### src/rtl/can_xcvr_pkg.sv
package can_xcvr_pkg;

   // -----------------------------------------------------------------
   // Operating modes
   // -----------------------------------------------------------------
   typedef enum logic [2:0] {
      MODE_NORMAL,
      MODE_SILENT,
      MODE_STANDBY,
      MODE_GO_SLEEP,
      MODE_SLEEP
   } mode_t;

   // -----------------------------------------------------------------
   // Pin level encoding of each mode, as {enable, standby_select_low}
   // -----------------------------------------------------------------
   localparam logic [1:0] SEL_NORMAL   = 2'h3;
   localparam logic [1:0] SEL_SILENT   = 2'h1;
   localparam logic [1:0] SEL_STANDBY  = 2'h0;
   localparam logic [1:0] SEL_GO_SLEEP = 2'h2;

   // -----------------------------------------------------------------
   // Timing
   // -----------------------------------------------------------------
   localparam int CLK_MHZ          = 100;
   localparam int SLEEP_DELAY_US   = 35;   // Within 20..50 us
   localparam int SLEEP_DELAY_CYC  = SLEEP_DELAY_US * CLK_MHZ;
   localparam int WAKE_FILTER_NS   = 3000; // Longest filter, so phases are surely valid
   localparam int WAKE_FILTER_CYC  = (WAKE_FILTER_NS * CLK_MHZ + 999) / 1000;
   localparam int WAKE_TO_US       = 500;  // Shortest wake time-out
   localparam int WAKE_TO_CYC      = WAKE_TO_US * CLK_MHZ;
   localparam int TX_DTO_US        = 400;  // Shortest dominant time-out
   localparam int TX_DTO_CYC       = TX_DTO_US * CLK_MHZ;
   localparam int BUS_FAIL_CYCLES  = 4;
   localparam int CNT_W            = 20;

endpackage

### src/rtl/can_xcvr_ctrl.sv
`timescale 1ns/1ns
// Behaviour
// - Normal mode drives dominant while transmit input low, else bus released.
// - Normal or silent: receive output low when bus dominant, high otherwise.
// - Silent mode disables transmitter; receiver and others run as normal.
// - Five modes chosen from enable, standby select and wake events.
// - Standby: transmitter and receiver off, receive output shows pending wake.
// - Regulator switch active in normal, silent, standby and go-to-sleep modes.
// - Go-to-sleep reachable from any mode but sleep; after sleep-entry delay enter sleep.
// - Never enter sleep while the wake flag is set.
// - Sleep: all off, regulator floats, wake watched, pins still change mode.
// - Seven diagnostic flags; five shown on error output per mode.
// - Core supply low flag: set on undervoltage, clears on listed events; code also clears it as soon as undervoltage ends.
// - Battery low flag set on battery undervoltage, clears on recovery only.
// - Power-on flag set at battery power-up, shown silent, cleared entering normal.
// - Wake flag set on wake request; shown in low-power modes; cleared listed.
// - Wake-source flag set on local wake; shown in normal; cleared leaving.
// - Bus failure after four failing transmit cycles; shown in normal.
// - Local failure on four events; shown silent; cleared on listed events.
// - Sleep-entry delay lies between 20 and 50 microseconds.
// - Remote wake needs dominant, recessive, dominant phases within time-out.
// - Transmit low beyond dominant time-out disables transmitter until cleared.
module can_xcvr_ctrl #(
   parameter int SLEEP_CYC = can_xcvr_pkg::SLEEP_DELAY_CYC,
   parameter int WAKE_TO   = can_xcvr_pkg::WAKE_TO_CYC,
   parameter int TX_DTO    = can_xcvr_pkg::TX_DTO_CYC
) (
   // Clock and reset
   input  wire logic clk,
   input  wire logic rst_n,
   // Microcontroller pins
   input  wire logic tx_data,
   input  wire logic enable,
   input  wire logic standby_select_low,
   output logic      rx_data,
   output logic      error_low,
   // Bus side
   input  wire logic bus_dominant,
   output logic      bus_drive,
   output logic      regulator_switch_out,
   output logic      regulator_switch_oe,
   // Analog monitors
   input  wire logic core_supply_uv,
   input  wire logic battery_uv,
   input  wire logic battery_power_up,
   input  wire logic local_wake,
   input  wire logic bus_short,
   input  wire logic tx_rx_short,
   input  wire logic bus_clamp,
   input  wire logic over_temp,
   // Mode observation
   output can_xcvr_pkg::mode_t mode
);

   // -----------------------------------------------------------------
   // Input synchronisers
   // -----------------------------------------------------------------
   localparam int NSYNC = 13;
   logic [NSYNC-1:0] sync_a;
   logic [NSYNC-1:0] sync_b;
   logic [NSYNC-1:0] raw_in;

   assign raw_in = {tx_data, enable, standby_select_low, bus_dominant, core_supply_uv,
                    battery_uv, battery_power_up, local_wake, bus_short, tx_rx_short,
                    bus_clamp, over_temp, 1'b0};

   // Two stages ahead of any logic; reset to transmit recessive and standby pins
   always_ff @(posedge clk or negedge rst_n) begin
      if (!rst_n) begin
         sync_a <= 13'h1000;
         sync_b <= 13'h1000;
      end else begin
         sync_a <= raw_in;
         sync_b <= sync_a;
      end
   end

   logic s_tx, s_en, s_stb, s_dom, s_cuv, s_buv, s_pup, s_lwk, s_bsh, s_trs, s_bcl, s_ot;
   assign {s_tx, s_en, s_stb, s_dom, s_cuv, s_buv, s_pup, s_lwk, s_bsh, s_trs, s_bcl, s_ot}
      = sync_b[NSYNC-1:1];

   // -----------------------------------------------------------------
   // Flags
   // -----------------------------------------------------------------
   logic core_supply_low_flag;
   logic battery_low_flag;
   logic power_on_flag;
   logic wake_flag;
   logic wake_source_flag;
   logic bus_fail_flag;
   logic local_fail_flag;
   logic tx_timeout_flag;
   logic stb_prev;
   logic remote_wake;
   can_xcvr_pkg::mode_t next_mode;

   logic enter_normal;
   logic leave_normal;
   logic stb_rise;
   logic wake_set;
   logic pwon_set;
   logic cuv_set;

   assign enter_normal = (next_mode == can_xcvr_pkg::MODE_NORMAL) &&
                         (mode != can_xcvr_pkg::MODE_NORMAL);
   assign leave_normal = (next_mode != can_xcvr_pkg::MODE_NORMAL) &&
                         (mode == can_xcvr_pkg::MODE_NORMAL);
   assign stb_rise     = s_stb && !stb_prev;
   assign pwon_set     = s_pup && !power_on_flag;
   assign cuv_set      = s_cuv && !core_supply_low_flag;
   assign wake_set     = (s_lwk || remote_wake) && (mode != can_xcvr_pkg::MODE_NORMAL);

   // Edge memory of standby select
   always_ff @(posedge clk or negedge rst_n) begin
      if (!rst_n) stb_prev <= 1'b1;
      else        stb_prev <= s_stb;
   end

   // Core supply undervoltage flag
   always_ff @(posedge clk or negedge rst_n) begin
      if (!rst_n) begin
         core_supply_low_flag <= 1'b0;
      end else if (s_cuv) begin
         core_supply_low_flag <= 1'b1;
      end else if (pwon_set || wake_set || stb_rise || !s_cuv) begin
         core_supply_low_flag <= 1'b0;
      end
   end

   // Battery undervoltage flag follows the monitor
   always_ff @(posedge clk or negedge rst_n) begin
      if (!rst_n) battery_low_flag <= 1'b0;
      else        battery_low_flag <= s_buv;
   end

   // Battery power-on flag
   always_ff @(posedge clk or negedge rst_n) begin
      if (!rst_n)            power_on_flag <= 1'b0;
      else if (s_pup)        power_on_flag <= 1'b1;
      else if (enter_normal) power_on_flag <= 1'b0;
   end

   // Wake flag
   always_ff @(posedge clk or negedge rst_n) begin
      if (!rst_n)                        wake_flag <= 1'b0;
      else if (wake_set)                 wake_flag <= 1'b1;
      else if (enter_normal || cuv_set)  wake_flag <= 1'b0;
   end

   // Wake-source flag
   always_ff @(posedge clk or negedge rst_n) begin
      if (!rst_n)                 wake_source_flag <= 1'b0;
      else if (wake_set && s_lwk) wake_source_flag <= 1'b1;
      else if (leave_normal)      wake_source_flag <= 1'b0;
   end

   // -----------------------------------------------------------------
   // Bus failure: count failing dominant-recessive transmit cycles
   // -----------------------------------------------------------------
   logic [2:0] fail_count;
   logic       tx_prev;
   logic       fail_in_cycle;

   always_ff @(posedge clk or negedge rst_n) begin
      if (!rst_n) begin
         fail_count    <= 3'h0;
         tx_prev       <= 1'b1;
         fail_in_cycle <= 1'b0;
      end else begin
         tx_prev <= s_tx;
         if (!s_tx && bus_drive && s_bsh) fail_in_cycle <= 1'b1;
         if (s_tx && !tx_prev) begin
            fail_in_cycle <= 1'b0;
            if (fail_in_cycle) fail_count <= fail_count + 3'h1;
            else               fail_count <= 3'h0;
         end
         if (mode != can_xcvr_pkg::MODE_NORMAL) fail_count <= 3'h0;
      end
   end

   always_ff @(posedge clk or negedge rst_n) begin
      if (!rst_n)
         bus_fail_flag <= 1'b0;
      else if (fail_count == 3'(can_xcvr_pkg::BUS_FAIL_CYCLES))
         bus_fail_flag <= 1'b1;
      else if (enter_normal || pwon_set)
         bus_fail_flag <= 1'b0;
   end

   // -----------------------------------------------------------------
   // Transmit dominant time-out
   // -----------------------------------------------------------------
   logic [can_xcvr_pkg::CNT_W-1:0] dto_count;

   always_ff @(posedge clk or negedge rst_n) begin
      if (!rst_n)                        dto_count <= '0;
      else if (s_tx)                     dto_count <= '0;
      else if (dto_count != TX_DTO[can_xcvr_pkg::CNT_W-1:0])
         dto_count <= dto_count + 1'b1;
   end

   assign tx_timeout_flag = (dto_count == TX_DTO[can_xcvr_pkg::CNT_W-1:0]);

   // Local failure flag
   always_ff @(posedge clk or negedge rst_n) begin
      if (!rst_n)
         local_fail_flag <= 1'b0;
      else if (tx_timeout_flag || s_trs || s_bcl || s_ot)
         local_fail_flag <= 1'b1;
      else if (enter_normal || (s_dom && s_tx) || pwon_set)
         local_fail_flag <= 1'b0;
   end

   // -----------------------------------------------------------------
   // Remote wake detector: dominant, recessive, dominant
   // -----------------------------------------------------------------
   logic [1:0]                     wk_phase;
   logic [can_xcvr_pkg::CNT_W-1:0] wk_filter;
   logic [can_xcvr_pkg::CNT_W-1:0] wk_timer;
   logic                           wk_level;

   assign wk_level = (wk_phase == 2'h1) ? !s_dom : s_dom;

   always_ff @(posedge clk or negedge rst_n) begin
      if (!rst_n) begin
         wk_phase    <= 2'h0;
         wk_filter   <= '0;
         wk_timer    <= '0;
         remote_wake <= 1'b0;
      end else begin
         remote_wake <= 1'b0;
         if (mode == can_xcvr_pkg::MODE_NORMAL || mode == can_xcvr_pkg::MODE_SILENT) begin
            wk_phase  <= 2'h0;
            wk_filter <= '0;
            wk_timer  <= '0;
         end else if (wk_phase != 2'h0 && wk_timer == WAKE_TO[can_xcvr_pkg::CNT_W-1:0]) begin
            wk_phase  <= 2'h0;
            wk_filter <= '0;
            wk_timer  <= '0;
         end else begin
            if (wk_phase != 2'h0 || s_dom) wk_timer <= wk_timer + 1'b1;
            else                           wk_timer <= '0; // Restart on idle bus
            if (!wk_level) begin
               wk_filter <= '0;
            end else if (wk_filter ==
                         can_xcvr_pkg::WAKE_FILTER_CYC[can_xcvr_pkg::CNT_W-1:0]) begin
               wk_filter <= '0;
               if (wk_phase == 2'h2) begin
                  remote_wake <= 1'b1;
                  wk_phase    <= 2'h0;
                  wk_timer    <= '0;
               end else begin
                  wk_phase <= wk_phase + 2'h1;
               end
            end else begin
               wk_filter <= wk_filter + 1'b1;
            end
         end
      end
   end

   // -----------------------------------------------------------------
   // Mode selection
   // -----------------------------------------------------------------
   logic [can_xcvr_pkg::CNT_W-1:0] sleep_count;
   logic                           sleep_due;

   assign sleep_due = (sleep_count == SLEEP_CYC[can_xcvr_pkg::CNT_W-1:0]);

   always_comb begin
      unique case ({s_en, s_stb})
         can_xcvr_pkg::SEL_NORMAL:  next_mode = can_xcvr_pkg::MODE_NORMAL;
         can_xcvr_pkg::SEL_SILENT:  next_mode = can_xcvr_pkg::MODE_SILENT;
         can_xcvr_pkg::SEL_STANDBY: next_mode = can_xcvr_pkg::MODE_STANDBY;
         default: begin
            // Sleep held until pins change; sleep once delay is due and no wake flag; go-to-sleep otherwise
            if (mode == can_xcvr_pkg::MODE_SLEEP)
               next_mode = can_xcvr_pkg::MODE_SLEEP;
            else if (mode == can_xcvr_pkg::MODE_GO_SLEEP && sleep_due && !wake_flag)
               next_mode = can_xcvr_pkg::MODE_SLEEP;
            else
               next_mode = can_xcvr_pkg::MODE_GO_SLEEP;
         end
      endcase
   end

   always_ff @(posedge clk or negedge rst_n) begin
      if (!rst_n) mode <= can_xcvr_pkg::MODE_STANDBY;
      else        mode <= next_mode;
   end

   // Dwell timer in go-to-sleep
   always_ff @(posedge clk or negedge rst_n) begin
      if (!rst_n)
         sleep_count <= '0;
      else if (mode != can_xcvr_pkg::MODE_GO_SLEEP)
         sleep_count <= '0;
      else if (!sleep_due)
         sleep_count <= sleep_count + 1'b1;
   end

   // -----------------------------------------------------------------
   // Output stage
   // -----------------------------------------------------------------
   logic next_err;

   always_comb begin
      unique case (mode)
         can_xcvr_pkg::MODE_NORMAL:
            next_err = wake_source_flag || bus_fail_flag;
         can_xcvr_pkg::MODE_SILENT:
            next_err = power_on_flag || local_fail_flag;
         can_xcvr_pkg::MODE_STANDBY,
         can_xcvr_pkg::MODE_GO_SLEEP,
         can_xcvr_pkg::MODE_SLEEP:
            next_err = wake_flag;
         default:
            next_err = 1'b0;
      endcase
   end

   always_ff @(posedge clk or negedge rst_n) begin
      if (!rst_n) begin
         bus_drive            <= 1'b0;
         rx_data              <= 1'b1;
         error_low            <= 1'b1;
         regulator_switch_out <= 1'b1;
         regulator_switch_oe  <= 1'b1;
      end else begin
         bus_drive <= (mode == can_xcvr_pkg::MODE_NORMAL) && !s_tx &&
                      !tx_timeout_flag && !local_fail_flag;
         if (mode == can_xcvr_pkg::MODE_NORMAL || mode == can_xcvr_pkg::MODE_SILENT)
            rx_data <= !s_dom;
         else if (mode == can_xcvr_pkg::MODE_STANDBY)
            rx_data <= !wake_flag;
         else
            rx_data <= 1'b1;
         error_low            <= !next_err;
         regulator_switch_out <= 1'b1;
         regulator_switch_oe  <= (mode != can_xcvr_pkg::MODE_SLEEP);
      end
   end

endmodule

### config.mk
export PLATFORM = sky130hd
export DESIGN_NAME = can_xcvr_ctrl
export DESIGN_NICKNAME = d
export VERILOG_FILES = /design/src/rtl/can_xcvr_pkg.sv /design/src/rtl/can_xcvr_ctrl.sv
export SDC_FILE = /design/constraint.sdc
export NUM_CORES = 1
export LEC_CHECK = 0
export ABC_CLOCK_PERIOD_IN_PS = 4240
export BUFFER_PORTS_ARGS = -buffer_cell sky130_fd_sc_hd__buf_4
export CAP_MARGIN = 40
export CELL_PAD_IN_SITES_DETAIL_PLACEMENT = 1
export CELL_PAD_IN_SITES_GLOBAL_PLACEMENT = 2
export CORE_ASPECT_RATIO = 0.8
export CORE_MARGIN = 2
export CORE_UTILIZATION = 40
export DETAILED_ROUTE_END_ITERATION = 6
export GPL_TIMING_DRIVEN = 0
export HOLD_SLACK_MARGIN = 0.06
export PLACE_DENSITY_LB_ADDON = 0.1
export SLEW_MARGIN = 20
export SYNTH_ARGS = -nofsm -noshare
export SYNTH_HDL_FRONTEND = slang
export SYNTH_SLANG_ARGS = --single-unit
### constraint.sdc
create_clock -name clk -period 4.24 [get_ports clk]
set_input_delay 0.848 -clock clk [delete_from_list [all_inputs] [get_ports clk]]
set_output_delay 0.848 -clock clk [all_outputs]
set_load 0.05 [all_outputs]
Word-level counts from Yosys, hierarchy flattened
Index checks and enable logic that the tools add are counted.
Word-level totals
  bits in registers: 126
  word-level logic and storage cells: 156
  input bits: 14
  output and inout bits: 8
Cells by class
  equal/unequal tests: 17
  multiplexer cells: 48
  add/sub/neg operators: 6
  reduce and logical (&&, ||, !) cells: 62
Operator list (count)
  20-bit two-way mux: 14
  20-bit by 1-bit adder with 20-bit output, second input constant: 4
  20-bit by 16-bit equality test with 1-bit output, second input constant: 2
  1-bit two-way mux: 22
  20-bit by 12-bit equality test with 1-bit output, second input constant: 1
  20-bit by 9-bit equality test with 1-bit output, second input constant: 1
  20-bit by 16-bit != test with 1-bit output, second input constant: 1
  2-bit nonzero test: 10
  1-bit logical AND: 17
  1-bit logical OR: 15
  3-bit two-way mux: 5
  3-bit nonzero test: 4
  1-bit zero test: 11
  2-bit two-way mux: 5
  3-bit case mux with 3 select lines: 1
  3-bit by 2-bit equality test with 1-bit output, second input constant: 2
  3-bit equality test, second input constant: 2
  3-bit zero test: 2
  2-bit by 1-bit equality test with 1-bit output, second input constant: 2
  2-bit equality test, second input constant: 2
  3-bit by 1-bit adder with 3-bit output, second input constant: 1
  3-bit by 1-bit equality test with 1-bit output, second input constant: 1
  3-bit by 2-bit != test with 1-bit output, second input constant: 1
  3-bit != test, second input constant: 1
  other kinds (6): 6

Longest topological paths before layout
Gate-level depths: netlist of run 1.
  depth after elaboration: 12
  depth in mapped cells: 7
  gate-level depth less buffers: 6

Least setup slack after synthesis of run 1
No wires, ideal clock.
  path kind: register to register
  start point: reg wk_timer[0] (netlist name)
  end point: reg wk_phase[1]
  data required time: 4.104 ns
  cell stages (with the launch flop): 8
  data arrival time: 1.807 ns
  setup slack: 2.297 ns
  path buffers: 1
  clock period less this slack: 1.943 ns
  library setup time: 0.136 ns
  cells stage by stage: dfrtp_1 -> inv_1 -> ha_1 -> nor3b_1 -> nand4_1 -> o32ai_1 -> clkbuf_1 -> nor3_1
On the way
  longest elaborated chain between the ends: 4
  elaborated cells on any way between the ends: 7
  those cells by class: eq/ne (1); mux (2); reduce/logical (4)
Ends and longest elaborated chain
  start: declaration: RTL line can_xcvr_ctrl.sv:219  | logic [can_xcvr_pkg::CNT_W-1:0] wk_timer;
  start signal: assignment: RTL line can_xcvr_ctrl.sv:241  | if (wk_phase != 2'h0 || s_dom) wk_timer <= wk_timer + 1'b1;
  20-bit by 16-bit equality test with 1-bit output (*): RTL line can_xcvr_ctrl.sv:236  | end else if (wk_phase != 2'h0 && wk_timer == WAKE_TO[can_xcvr_pkg::CNT_W-1:0]) begin
  1-bit logical AND (*): RTL line can_xcvr_ctrl.sv:236
  3-bit nonzero test (no source line) / 2-bit two-way mux (equally long branches)
  2-bit AND reduction (no source line) / 2-bit two-way mux (equally long branches)
  end signal: assignment: RTL line can_xcvr_ctrl.sv:253  | wk_phase <= wk_phase + 2'h1;
  end: declaration: RTL line can_xcvr_ctrl.sv:217  | logic [1:0] wk_phase;
Every way passes the cells marked *; elsewhere a longest branch is shown, timed or not.
A chain may end at the register's enable or synchronous reset.

Worst setup path after layout of run 1
  start point: reg wk_timer[0] (netlist name)
  end point: reg wk_filter[14] (netlist name)
On the way
  longest elaborated chain between the ends: 4
Ends and longest elaborated chain
  20-bit by 16-bit equality test with 1-bit output: RTL line can_xcvr_ctrl.sv:236
  1-bit logical AND: RTL line can_xcvr_ctrl.sv:236
  20-bit two-way mux: RTL line can_xcvr_ctrl.sv:236
  20-bit two-way mux: RTL line can_xcvr_ctrl.sv:232  | if (mode == can_xcvr_pkg::MODE_NORMAL || mode == can_xcvr_pkg::MODE_SILENT) begin
  end signal: assignment: RTL line can_xcvr_ctrl.sv:256  | wk_filter <= wk_filter + 1'b1;
  end: declaration: RTL line can_xcvr_ctrl.sv:218  | logic [can_xcvr_pkg::CNT_W-1:0] wk_filter;
Every way passes these cells.

==> impl_metrics.json, run 1 <==
{
  "antenna_found_initial": 0,
  "start_util": 0.4105,
  "synth-seq-area-share": 0.5241,
  "regToRegEndpoint": "wk_filter[14]",
  "slew_viol_final": 0,
  "clock_tree.root_cell": "sky130_fd_sc_hd__clkbuf_16",
  "die_w_um": 139.7,
  "post_cts_buffers": 0,
  "boundaryPins": 22,
  "cts_htree_levels": 4,
  "wl_per_cell_um": 17.37,
  "cts_resized": 0,
  "critPathKind": "reg2reg",
  "setup_slack_of_the_critical_path_after_layout_ns": 1.816,
  "globalRouteOverflowTotal": 0,
  "report.final.hold_viol_count": 0,
  "timing.final.crit_period_ns": 2.424,
  "async_flop_share": 1.000,
  "place_congestion": 0.7891,
  "route.detailed.vias_per_inst": 5.569,
  "critical_path.startpoint_type": "flip-flop",
  "maximum_number_of_pins_on_one_net_before_global_route_repair": 68,
  "synthDistinctLibCells": 51,
  "syn-mean-instance-area_um2": 9.898,
  "run_status": "completed",
  "netlist_instances": 595,
  "grt_use_total": 0.2016,
  "placed_insts": 800,
  "timing.final.crit_share": 0.5716,
  "hold_class": "reg2reg",
  "slew_at_the_pin_closest_to_its_max_slew_limit_ns": 0.6261,
  "required_ns": 4.52,
  "worst_setup_path_end_kind": "flip-flop",
  "timing.final.setup_violations": 0,
  "synth.top_cell.area_share": 0.4929,
  "die-area_um2": 15720,
  "drt_pre_antenna_iters": 4,
  "postPlaceCellArea_um2": 6299,
  "finalInstanceArea_um2": 6995,
  "layout-area-overhead-vs-synth_pct": 18.78,
  "worst_ir_drop_vdd_v": 0.0003620,
  "netlist_top_cells_area": "sky130_fd_sc_hd__dfrtp_1 49%, sky130_fd_sc_hd__nor3_1 4.0%, sky130_fd_sc_hd__xnor2_1 3.6%, sky130_fd_sc_hd__dfstp_2 3.1%, sky130_fd_sc_hd__xor2_1 3.1%",
  "totalPowerFinal_w": 0.003059,
  "ant_nets_after_route": 0,
  "grt_pass1_wl_um": 25230,
  "timing.fmax_mhz": 412.6,
  "cts-buffers-inserted": 17,
  "postCtsHoldBufs": 0,
  "clk_path_buf_depth": 2,
  "leakagePower_nw": 2.725,
  "insertion_delay_ns": 0.42,
  "place.detailed.hpwl_um": 9924,
  "worst_r2r_startpoint": "wk_timer[0]",
  "power_per_cell_area_nw_per_um2": 437.3,
  "postSynthRegisterBits": 123,
  "vias": 4633,
  "synth.cell_area_um2": 5889,
  "totalNegativeSetupSlack_ns": 0,
  "n_antenna_cell": 0,
  "dominant_synthesized_flop_cell": "sky130_fd_sc_hd__dfrtp_1",
  "whs_path_depth": 0,
  "worstRegToRegCells": 8,
  "synth-warning-count": 0,
  "clkTransAtPathRegs_ns": 0.06,
  "rsz0062_at_grt": "no",
  "synth_most_common_cell": "sky130_fd_sc_hd__dfrtp_1",
  "relSlewSlack": 0.5817,
  "worst_hold_path.endpoint": "sync_b[1]",
  "fin_cells": 832,
  "core_area_um2": 14350,
  "synth_largest_area_cell": "sky130_fd_sc_hd__dfrtp_1",
  "row_count": 39,
  "drive_above_1_share": 0.1049,
  "place_worst_setup_slack_ns": 1.776,
  "first_global_vias": 5002,
  "clock_skew_ns": 0.01228,
  "clock_sinks": 123,
  "drt_iter0_markers": 184,
  "finalNetCount": 659,
  "tritoncts_clock_tree": "yes",
  "synthTopCellsByCount": "116 x sky130_fd_sc_hd__dfrtp_1, 47 x sky130_fd_sc_hd__nor3_1, 39 x sky130_fd_sc_hd__nand2_1",
  "path_max_fanout": 10,
  "worst_setup_slack_for_register_to_register_paths_ns": 1.82,
  "worstHoldStart": "sync_a[1]",
  "worstPathArrival_ns": 2.70,
  "die_y_um": 112.5,
  "synth-edff-count": 0,
  "synth.net_count": 619,
  "drc_violation_count_after_routing": 0,
  "portBuffers": 19,
  "cap_violations": 0,
  "finalWirelength_um": 14450
}
power breakdown:
group	switching (W)	leakage (nW)	internal, W
Clock	0.000544	0.327	0.00116
Sequential	0.0000231	1.62	0.00120
Combinational	0.0000864	0.775	0.0000381
Total	0.000653	2.72	0.00241
through the flow:
stage            util  hold WS, ns
2_1_floorplan       -       0.3312
3_3_place_gp   0.4365       0.3345
3_5_place_dp   0.4390       0.3378
4_1_cts        0.4876       0.3510
5_1_grt        0.4876       0.3532
6_report       0.4876       0.3496
how the worst max path moves through the flow:
stage,startpoint,endpoint,slack (ns),cells past startpoint
2_1_floorplan,wk_timer[0],wk_phase[1],2.30,7
3_3_place_gp,wk_timer[0],wk_filter[14],1.57,7
3_5_place_dp,wk_timer[0],wk_filter[12],1.78,8
4_1_cts,wk_timer[0],wk_filter[12],1.77,8
5_1_grt,wk_timer[0],wk_filter[14],1.60,8
6_report,wk_timer[0],wk_filter[14],1.82,8
flip-flops by register name, summed over array words and instances (netlist names), 2 cells and up:
name / count
dto_count: 20
sleep_count: 20
wk_filter: 20
wk_timer: 20
sync_a: 11
sync_b: 11
fail_count: 3
mode: 3
wk_phase: 2
cells by family after synthesis:
logic type      share of synthesized area
simple gates                       0.2552
xor+xnor                          0.06692
fa+ha+maj                         0.02124
flops                              0.5241
compound gates                    0.09560
buf+inv                           0.03633
other cells                     0.0006367
per-layer routing:
layer / part of all wire / GRT usage / vias up
li1: - / - / 2248
met1: 0.51 / 0.2832 / 2328
met2: 0.46 / 0.3085 / 43
met3: 0.021 / 0.04394 / 14
met4: 0.011 / 0.07600 / 0
met5: 0 / 0 / -
cells in the final DEF, fill, tap and decap left out, drive strengths merged, types with 25 or more instances in the layout:
master  Yosys  final
dfrtp     116    116
nand2      39     39
nor3       47     47
nand3      32     32
buf         4     25
o21ai      28     28
clkbuf     23     41
nor2       32     32
inv        28     29
a21oi      26     26
nand4      26     26
layout make-up:
type | instances | area, um^2
clock buffer | 18 | 429.2
multi-input combinational | 417 | 2589
sequential | 123 | 3087
tap | 184 | 230.2
buffer | 27 | 108.9
inverter | 28 | 105.1
timing repair buffer | 21 | 178.9
fill | 1582 | 7351
clock inverter | 14 | 267.8
worst max-delay path, stage by stage, from the launching register on:
cell                       delay, ns
sky130_fd_sc_hd__dfrtp_1        0.43
sky130_fd_sc_hd__inv_1          0.08
sky130_fd_sc_hd__ha_1           0.13
sky130_fd_sc_hd__nor3b_1        0.20
sky130_fd_sc_hd__nand4_1        0.15
sky130_fd_sc_hd__o32ai_1        0.43
sky130_fd_sc_hd__buf_2          0.24
sky130_fd_sc_hd__clkbuf_1       0.48
sky130_fd_sc_hd__nor3_1         0.13
Power figures use the tool's default switching activity.
==> inputs of run 2 (changes only) <==
Settings changed: ABC_AREA set to 1, ABC_CLOCK_PERIOD_IN_PS 4240 to 2200, CORE_UTILIZATION 40 to 34.
Clock period 4.24 ns to 2.2 ns, I/O delays scaled along.
==> run 2 against run 1 <==
Via count grew 11%. First-iteration DRC count is 35% higher. Die area increased by 25%. Sequential share of layout area shrank 2.6 points. Register-to-register slack got worse by 1.4 ns. Critical path depth shrank 2. Final cell count up 29%. Global-route usage down 2.1 points. Clock skew is 0.0039 ns lower. Synthesized cell count rose by 33%.
==> impl_metrics.json, run 2 <==
{
  "antenna_found_initial": 0,
  "core_area_um2": 18110,
  "xor_xnor_cell_area_share_of_the_yosys_netlist": 0.04318,
  "synth_compound_gate_area_share": 0.05811,
  "totalPowerFinal_w": 0.005905,
  "utilization": 0.4106,
  "relSlewSlack": 0.6222,
  "most-common-layout-cells": "163 x sky130_fd_sc_hd__nand2_1, 147 x sky130_fd_sc_hd__nor2_1, 116 x sky130_fd_sc_hd__dfrtp_1, 109 x sky130_fd_sc_hd__inv_1, 62 x sky130_fd_sc_hd__nand3_1",
  "start_util": 0.3471,
  "report.final.hold_viol_count": 0,
  "portBuffers": 19,
  "cts-buffers-inserted": 17,
  "boundaryPins": 22,
  "cpLargestDelayFamily": "simple AND/OR/NAND/NOR gates",
  "regArea_um2": 3087,
  "grt_use_total": 0.1805,
  "timing.fmax_mhz": 550.4,
  "wl_per_cell_um": 14.65,
  "drt_pre_antenna_iters": 4,
  "finalNetCount": 857,
  "synthTopCellsByCount": "163 x sky130_fd_sc_hd__nand2_1, 147 x sky130_fd_sc_hd__nor2_1, 116 x sky130_fd_sc_hd__dfrtp_1",
  "slew_at_the_pin_closest_to_its_max_slew_limit_ns": 0.5667,
  "clkTransAtPathRegs_ns": 0.06,
  "clk_path_buf_depth": 2,
  "tritoncts_clock_tree": "yes",
  "worst_setup_path_end_kind": "flip-flop",
  "synth_top_family_by_area": "simple AND/OR/NAND/NOR gates",
  "synth.top_cell.area_share": 0.4617,
  "timing.final.crit_share": 0.8259,
  "critical_path.startpoint_type": "flip-flop",
  "clock_sinks": 123,
  "synth-simple-area-share": 0.3083,
  "maximum_number_of_pins_on_one_net_before_global_route_repair": 66,
  "rsz0062_at_grt": "no",
  "netlist_instances": 793,
  "async_flop_share": 1.000,
  "cts_resized": 0,
  "synth_most_common_cell": "sky130_fd_sc_hd__nand2_1",
  "critical_path.slowest_cell": "sky130_fd_sc_hd__dfrtp_1",
  "synth_largest_area_cell": "sky130_fd_sc_hd__dfrtp_1",
  "die_y_um": 125.6,
  "hold_class": "in2reg",
  "netlist_top_cells_area": "sky130_fd_sc_hd__dfrtp_1 46%, sky130_fd_sc_hd__nand2_1 9.7%, sky130_fd_sc_hd__nor2_1 8.8%, sky130_fd_sc_hd__inv_1 6.5%, sky130_fd_sc_hd__nand3_1 4.9%",
  "timing.final.crit_period_ns": 1.817,
  "crit_path_max_incr_delay_ns": 0.45,
  "path_max_fanout": 6,
  "cts_htree_levels": 4,
  "synth-edff-count": 0,
  "timing.final.setup_violations": 0,
  "first_global_vias": 5626,
  "synth.net_count": 817,
  "synthDistinctLibCells": 40,
  "fin_worst_hold_slack_ns": 0.1225,
  "postPlaceCellArea_um2": 6753,
  "finalInstanceArea_um2": 7437,
  "crit_chain": "ha_1 > nand2_1 > nor2_1 > nand4_1 > xor2_1 > nor2_1",
  "slew_viol_final": 0,
  "leakagePower_nw": 3.310,
  "n_antenna_cell": 0,
  "clock_tree.root_cell": "sky130_fd_sc_hd__clkbuf_16",
  "worstPathArrival_ns": 2.11,
  "synth-warning-count": 0,
  "die_w_um": 156.0,
  "row_count": 44,
  "totalNegativeSetupSlack_ns": 0,
  "multi_input_area_um2": 2714,
  "synth_adder_area_share": 0.01990,
  "power_per_cell_area_nw_per_um2": 794.0,
  "worst_ir_drop_vdd_v": 0.0004131,
  "fillers": 2142,
  "synth_mux_area_frac": 0.001592,
  "layout-area-overhead-vs-synth_pct": 18.29,
  "critPathKind": "reg2reg",
  "postSynthRegisterBits": 123,
  "place.detailed.hpwl_um": 11790,
  "synth-seq-area-share": 0.4909,
  "drc_violation_count_after_routing": 0,
  "place_congestion": 0.8071,
  "crit_top_cell": "sky130_fd_sc_hd__nor2_1",
  "grt_pass1_wl_um": 28120,
  "drive_above_1_share": 0.1123,
  "dominant_synthesized_flop_cell": "sky130_fd_sc_hd__dfrtp_1",
  "final_common_cell": "sky130_fd_sc_hd__nand2_1",
  "ant_nets_after_route": 0,
  "cap_violations": 0,
  "insertion_delay_ns": 0.42,
  "syn-mean-instance-area_um2": 7.928,
  "cp.buffers_inverters": 0,
  "route.detailed.vias_per_inst": 4.768,
  "die-area_um2": 19600,
  "globalRouteOverflowTotal": 0,
  "required_ns": 2.50,
  "clock_skew_ns": 0.008407,
  "finalWirelength_um": 15770,
  "run_status": "completed",
  "drt_iter0_markers": 249,
  "vias": 5130,
  "synth.cell_area_um2": 6287
}
[run 2: cell count changes after synthesis, moves of 10 or more]
cell,before,now
sky130_fd_sc_hd__clkbuf_1,23,2
sky130_fd_sc_hd__or4_1,14,0
sky130_fd_sc_hd__nor3_1,47,23
sky130_fd_sc_hd__or3_1,15,0
sky130_fd_sc_hd__nand3_1,31,62
sky130_fd_sc_hd__nor4_1,12,2
sky130_fd_sc_hd__nand4_1,26,16
sky130_fd_sc_hd__o31ai_1,11,1
sky130_fd_sc_hd__nor2_1,32,147
sky130_fd_sc_hd__nand2_1,39,163
sky130_fd_sc_hd__inv_1,28,109
sky130_fd_sc_hd__xnor2_1,24,6
[run 2: cells by family after synthesis]
kind of cell	Yosys count
flip-flops	123
multiplexers	1
other	1
adder cells (fa/ha/maj)	10
buffers and inverters	120
AO/OA/AOI/OAI	66
XOR/XNOR	31
AND/OR/NAND/NOR	441
[run 2: where the power goes]
group	internal, W	leakage, nW	switching, W	total [W]
Sequential	0.00233	1.62	0.0000405	0.00237
Clock	0.00218	0.322	0.00103	0.00321
Combinational	0.000106	1.37	0.000227	0.000333
Total	0.00461	3.31	0.00130	0.00590
[run 2: worst paths after layout]
path | start | endpoint | slack (ns) | depth (start not counted)
hold reg to reg | sync_a[3] | sync_b[3] | 0.35 | 0
min in group asynchronous | rst_n | dto_count[11] | 0.54 | 2
hold / removal | tx_data | sync_a[12] | 0.12 | 1
max in group asynchronous | rst_n | rx_data | 0.95 | 3
setup / recovery | dto_count[0] | dto_count[16] | 0.38 | 6
setup reg to reg | dto_count[0] | dto_count[16] | 0.38 | 6
[run 2: metal layers]
metal,up-vias,routed length (um),share of wire,track usage
met1,2497,8167,0.52,0.2571
li1,2578,-,-,-
met3,7,451,0.029,0.04611
met5,-,0,0,0
met2,48,7026,0.45,0.2780
met4,0,121,0.0077,0.04101
[run 2: area by class of cell]
type,instances,share of cell area
plain buffers,9,0.009421
clock buffers,20,0.06141
clock inverters,12,0.02927
inverters,111,0.05602
multi-input cells,550,0.3649
flip-flops and latches,123,0.4150
well taps,230,0.03869
repair buffers,21,0.02524
[run 2: timing repair]
item                                   CTS  global route
setup buffers                            0             0
hold buffers                             1             0
endpoints found under the hold margin   58             0
[run 2: through the flow]
| step | worst slack, ns | std cells |
|---|---|---|
| after floorplan | 0.7055 | 793 |
| after global placement | 0.2634 | 1042 |
| after detailed placement | 0.3080 | 1043 |
| after CTS | 0.3509 | 1076 |
| after global routing | 0.1793 | 1076 |
| final | 0.3830 | 1076 |
==> inputs of run 3 (changes only) <==
Settings changed: ABC_CLOCK_PERIOD_IN_PS 2200 to 1700, CORE_UTILIZATION 34 to 37.
Clock period 2.2 ns to 1.7 ns, I/O delays scaled along.
==> run 3 against run 2 <==
Die area is 7.9% lower. Wire length down 0.12%. Global-route usage is 1.3 points higher. Largest cell class unchanged.
==> impl_metrics.json, run 3 (synthesized netlist as in run 2, its figures left out) <==
{
  "clock_sinks": 123,
  "place.detailed.hpwl_um": 11620,
  "setup_slack_of_the_critical_path_after_layout_ns": 0.08397,
  "maximum_number_of_pins_on_one_net_before_global_route_repair": 65,
  "grt_use_total": 0.1931,
  "die_w_um": 149.7,
  "finalInstanceArea_um2": 7470,
  "globalRouteOverflowTotal": 0,
  "timing.final.crit_share": 0.9506,
  "first_global_vias": 5602,
  "row_count": 42,
  "report.final.hold_viol_count": 0,
  "hold_class": "reg2reg",
  "grt_pass1_wl_um": 27450,
  "clock_tree.root_cell": "sky130_fd_sc_hd__clkbuf_16",
  "power_per_cell_area_nw_per_um2": 929.4,
  "path_max_fanout": 10,
  "timing.final.crit_period_ns": 1.616,
  "most-common-layout-cells": "162 x sky130_fd_sc_hd__nand2_1, 142 x sky130_fd_sc_hd__nor2_1, 115 x sky130_fd_sc_hd__dfrtp_1, 109 x sky130_fd_sc_hd__inv_1, 59 x sky130_fd_sc_hd__nand3_1",
  "worst_setup_path_end_kind": "flip-flop",
  "cts-buffers-inserted": 17,
  "insertion_delay_ns": 0.42,
  "slew_at_the_pin_closest_to_its_max_slew_limit_ns": 0.5680,
  "cap_violations": 0,
  "core_area_um2": 16610,
  "rsz0062_at_grt": "yes",
  "leakagePower_nw": 3.308,
  "worstRegToRegCells": 5,
  "place_worst_setup_slack_ns": -0.1420,
  "start_util": 0.3786,
  "regToRegEndpoint": "sleep_count[3]",
  "finalNetCount": 869,
  "required_ns": 2.04,
  "worst_ir_drop_vdd_v": 0.0005780,
  "vias": 5263,
  "ant_nets_after_route": 0,
  "critPathKind": "reg2reg",
  "clk_path_buf_depth": 2,
  "drt_pre_antenna_iters": 4,
  "tritoncts_clock_tree": "yes",
  "timing.final.setup_violations": 0,
  "crit_chain": "nand2_1 > nor2_2 > buf_2 > o21ai_0 > a31oi_1",
  "run_status": "completed",
  "worstPathArrival_ns": 1.96,
  "drc_violation_count_after_routing": 0,
  "n_antenna_cell": 0,
  "cts_htree_levels": 4,
  "postPlaceCellArea_um2": 6740,
  "antenna_found_initial": 0,
  "relSlewSlack": 0.6213,
  "clkTransAtPathRegs_ns": 0.06,
  "die_y_um": 120.6,
  "slew_viol_final": 0,
  "clock_skew_ns": 0.006279,
  "drive_above_1_share": 0.1282,
  "die-area_um2": 18060,
  "timing.fmax_mhz": 618.8,
  "crit_path_max_incr_delay_ns": 0.59,
  "whs_path_depth": 0,
  "route.detailed.vias_per_inst": 4.882,
  "drt_iter0_markers": 175,
  "wl_per_cell_um": 14.61,
  "critical_path.slowest_cell": "sky130_fd_sc_hd__dfstp_2",
  "portBuffers": 19,
  "critical_path.startpoint_type": "flip-flop",
  "boundaryPins": 22,
  "final_common_cell": "sky130_fd_sc_hd__nand2_1",
  "worst_setup_slack_for_register_to_register_paths_ns": 0.08,
  "worst_r2r_startpoint": "mode[1]",
  "worst_hold_path.endpoint": "sync_b[6]",
  "finalWirelength_um": 15750,
  "place_congestion": 0.8137,
  "utilization": 0.4498,
  "layout-area-overhead-vs-synth_pct": 18.81,
  "worstHoldStart": "sync_a[6]"
}
==> run 3: changes by cell type in the layout (fill, tap and decap cells not counted), moves of 3 or more <==
cell | previous run | this run
sky130_fd_sc_hd__dlygate4sd3_1 | 1 | 12
sky130_fd_sc_hd__inv_6 | 0 | 8
sky130_fd_sc_hd__bufinv_16 | 6 | 0
sky130_fd_sc_hd__nor2_1 | 147 | 142
sky130_fd_sc_hd__nor2_2 | 8 | 12
sky130_fd_sc_hd__clkinv_4 | 0 | 3
sky130_fd_sc_hd__nand3_1 | 62 | 59
sky130_fd_sc_hd__nand3_2 | 2 | 5
==> run 3: repair_timing <==
item | 4_1_cts | 5_1_grt
gates resized for setup | 2 | 13
pin swaps | 0 | 0
setup buffers | 0 | 1
setup endpoints to repair | 6 | 51
endpoints found under the hold margin | 63 | 0
hold buffers | 12 | 0
==> run 3: critical path: cells and delay by family, from the launching register on <==
kind / cells / cell delay, ns
flops: 1 / 0.59
simple gates: 2 / 0.36
buf+inv: 1 / 0.30
compound gates: 2 / 0.28
==> run 3: cell type report <==
class,count,area [um^2]
buffer,9,73.82
clock buffer,17,425.4
clock inverter,15,127.6
fill,2047,9136
inverter,111,420.4
multi-input combinational,550,2754
sequential,123,3088
tap,220,275.3
timing repair buffer,33,305.3
==> run 3: how the worst max path moves through the flow <==
stage	startpoint	to	slack, ns	cells past startpoint
after floorplan	mode[1]	sleep_count[12]	0.21	5
after global placement	rst_n	wk_timer[15]	-0.14	1
after detailed placement	dto_count[0]	dto_count[16]	-0.14	6
after CTS	sleep_count[0]	sleep_count[14]	0.009	7
after global routing	sleep_count[0]	sleep_count[16]	-0.03	7
final	mode[1]	sleep_count[3]	0.08	5
==> run 3: through the flow <==
| stage | setup TNS (ns) | hold slack (ns) | std cells | total power, W |
|---|---|---|---|---|
| after floorplan | 0 | 0.04441 | 793 | 0.003348 |
| after global placement | -14.71 | 0.3324 | 1032 | 0.003524 |
| after detailed placement | -0.3776 | 0.3128 | 1033 | 0.003553 |
| after CTS | 0 | 0.3504 | 1077 | 0.007045 |
| after global routing | -0.02856 | 0.3615 | 1078 | 0.007242 |
| final | 0 | 0.3478 | 1078 | 0.006942 |
==> run 3: routing by layer <==
| layer | vias up | GRT usage | wire length, um |
|---|---|---|---|
| met5 | - | 0 | 0 |
| met4 | 0 | 0.05483 | 171 |
| met3 | 14 | 0.03962 | 346 |
| met2 | 36 | 0.3045 | 7234 |
| met1 | 2600 | 0.2706 | 7996 |
| li1 | 2613 | - | - |
==> run 3: report_power, final <==
group	total [W]	switching, W	internal, W	leakage (nW)
Clock	0.00342	0.00151	0.00191	0.268
Sequential	0.00306	0.0000532	0.00301	1.62
Combinational	0.000459	0.000299	0.000160	1.42
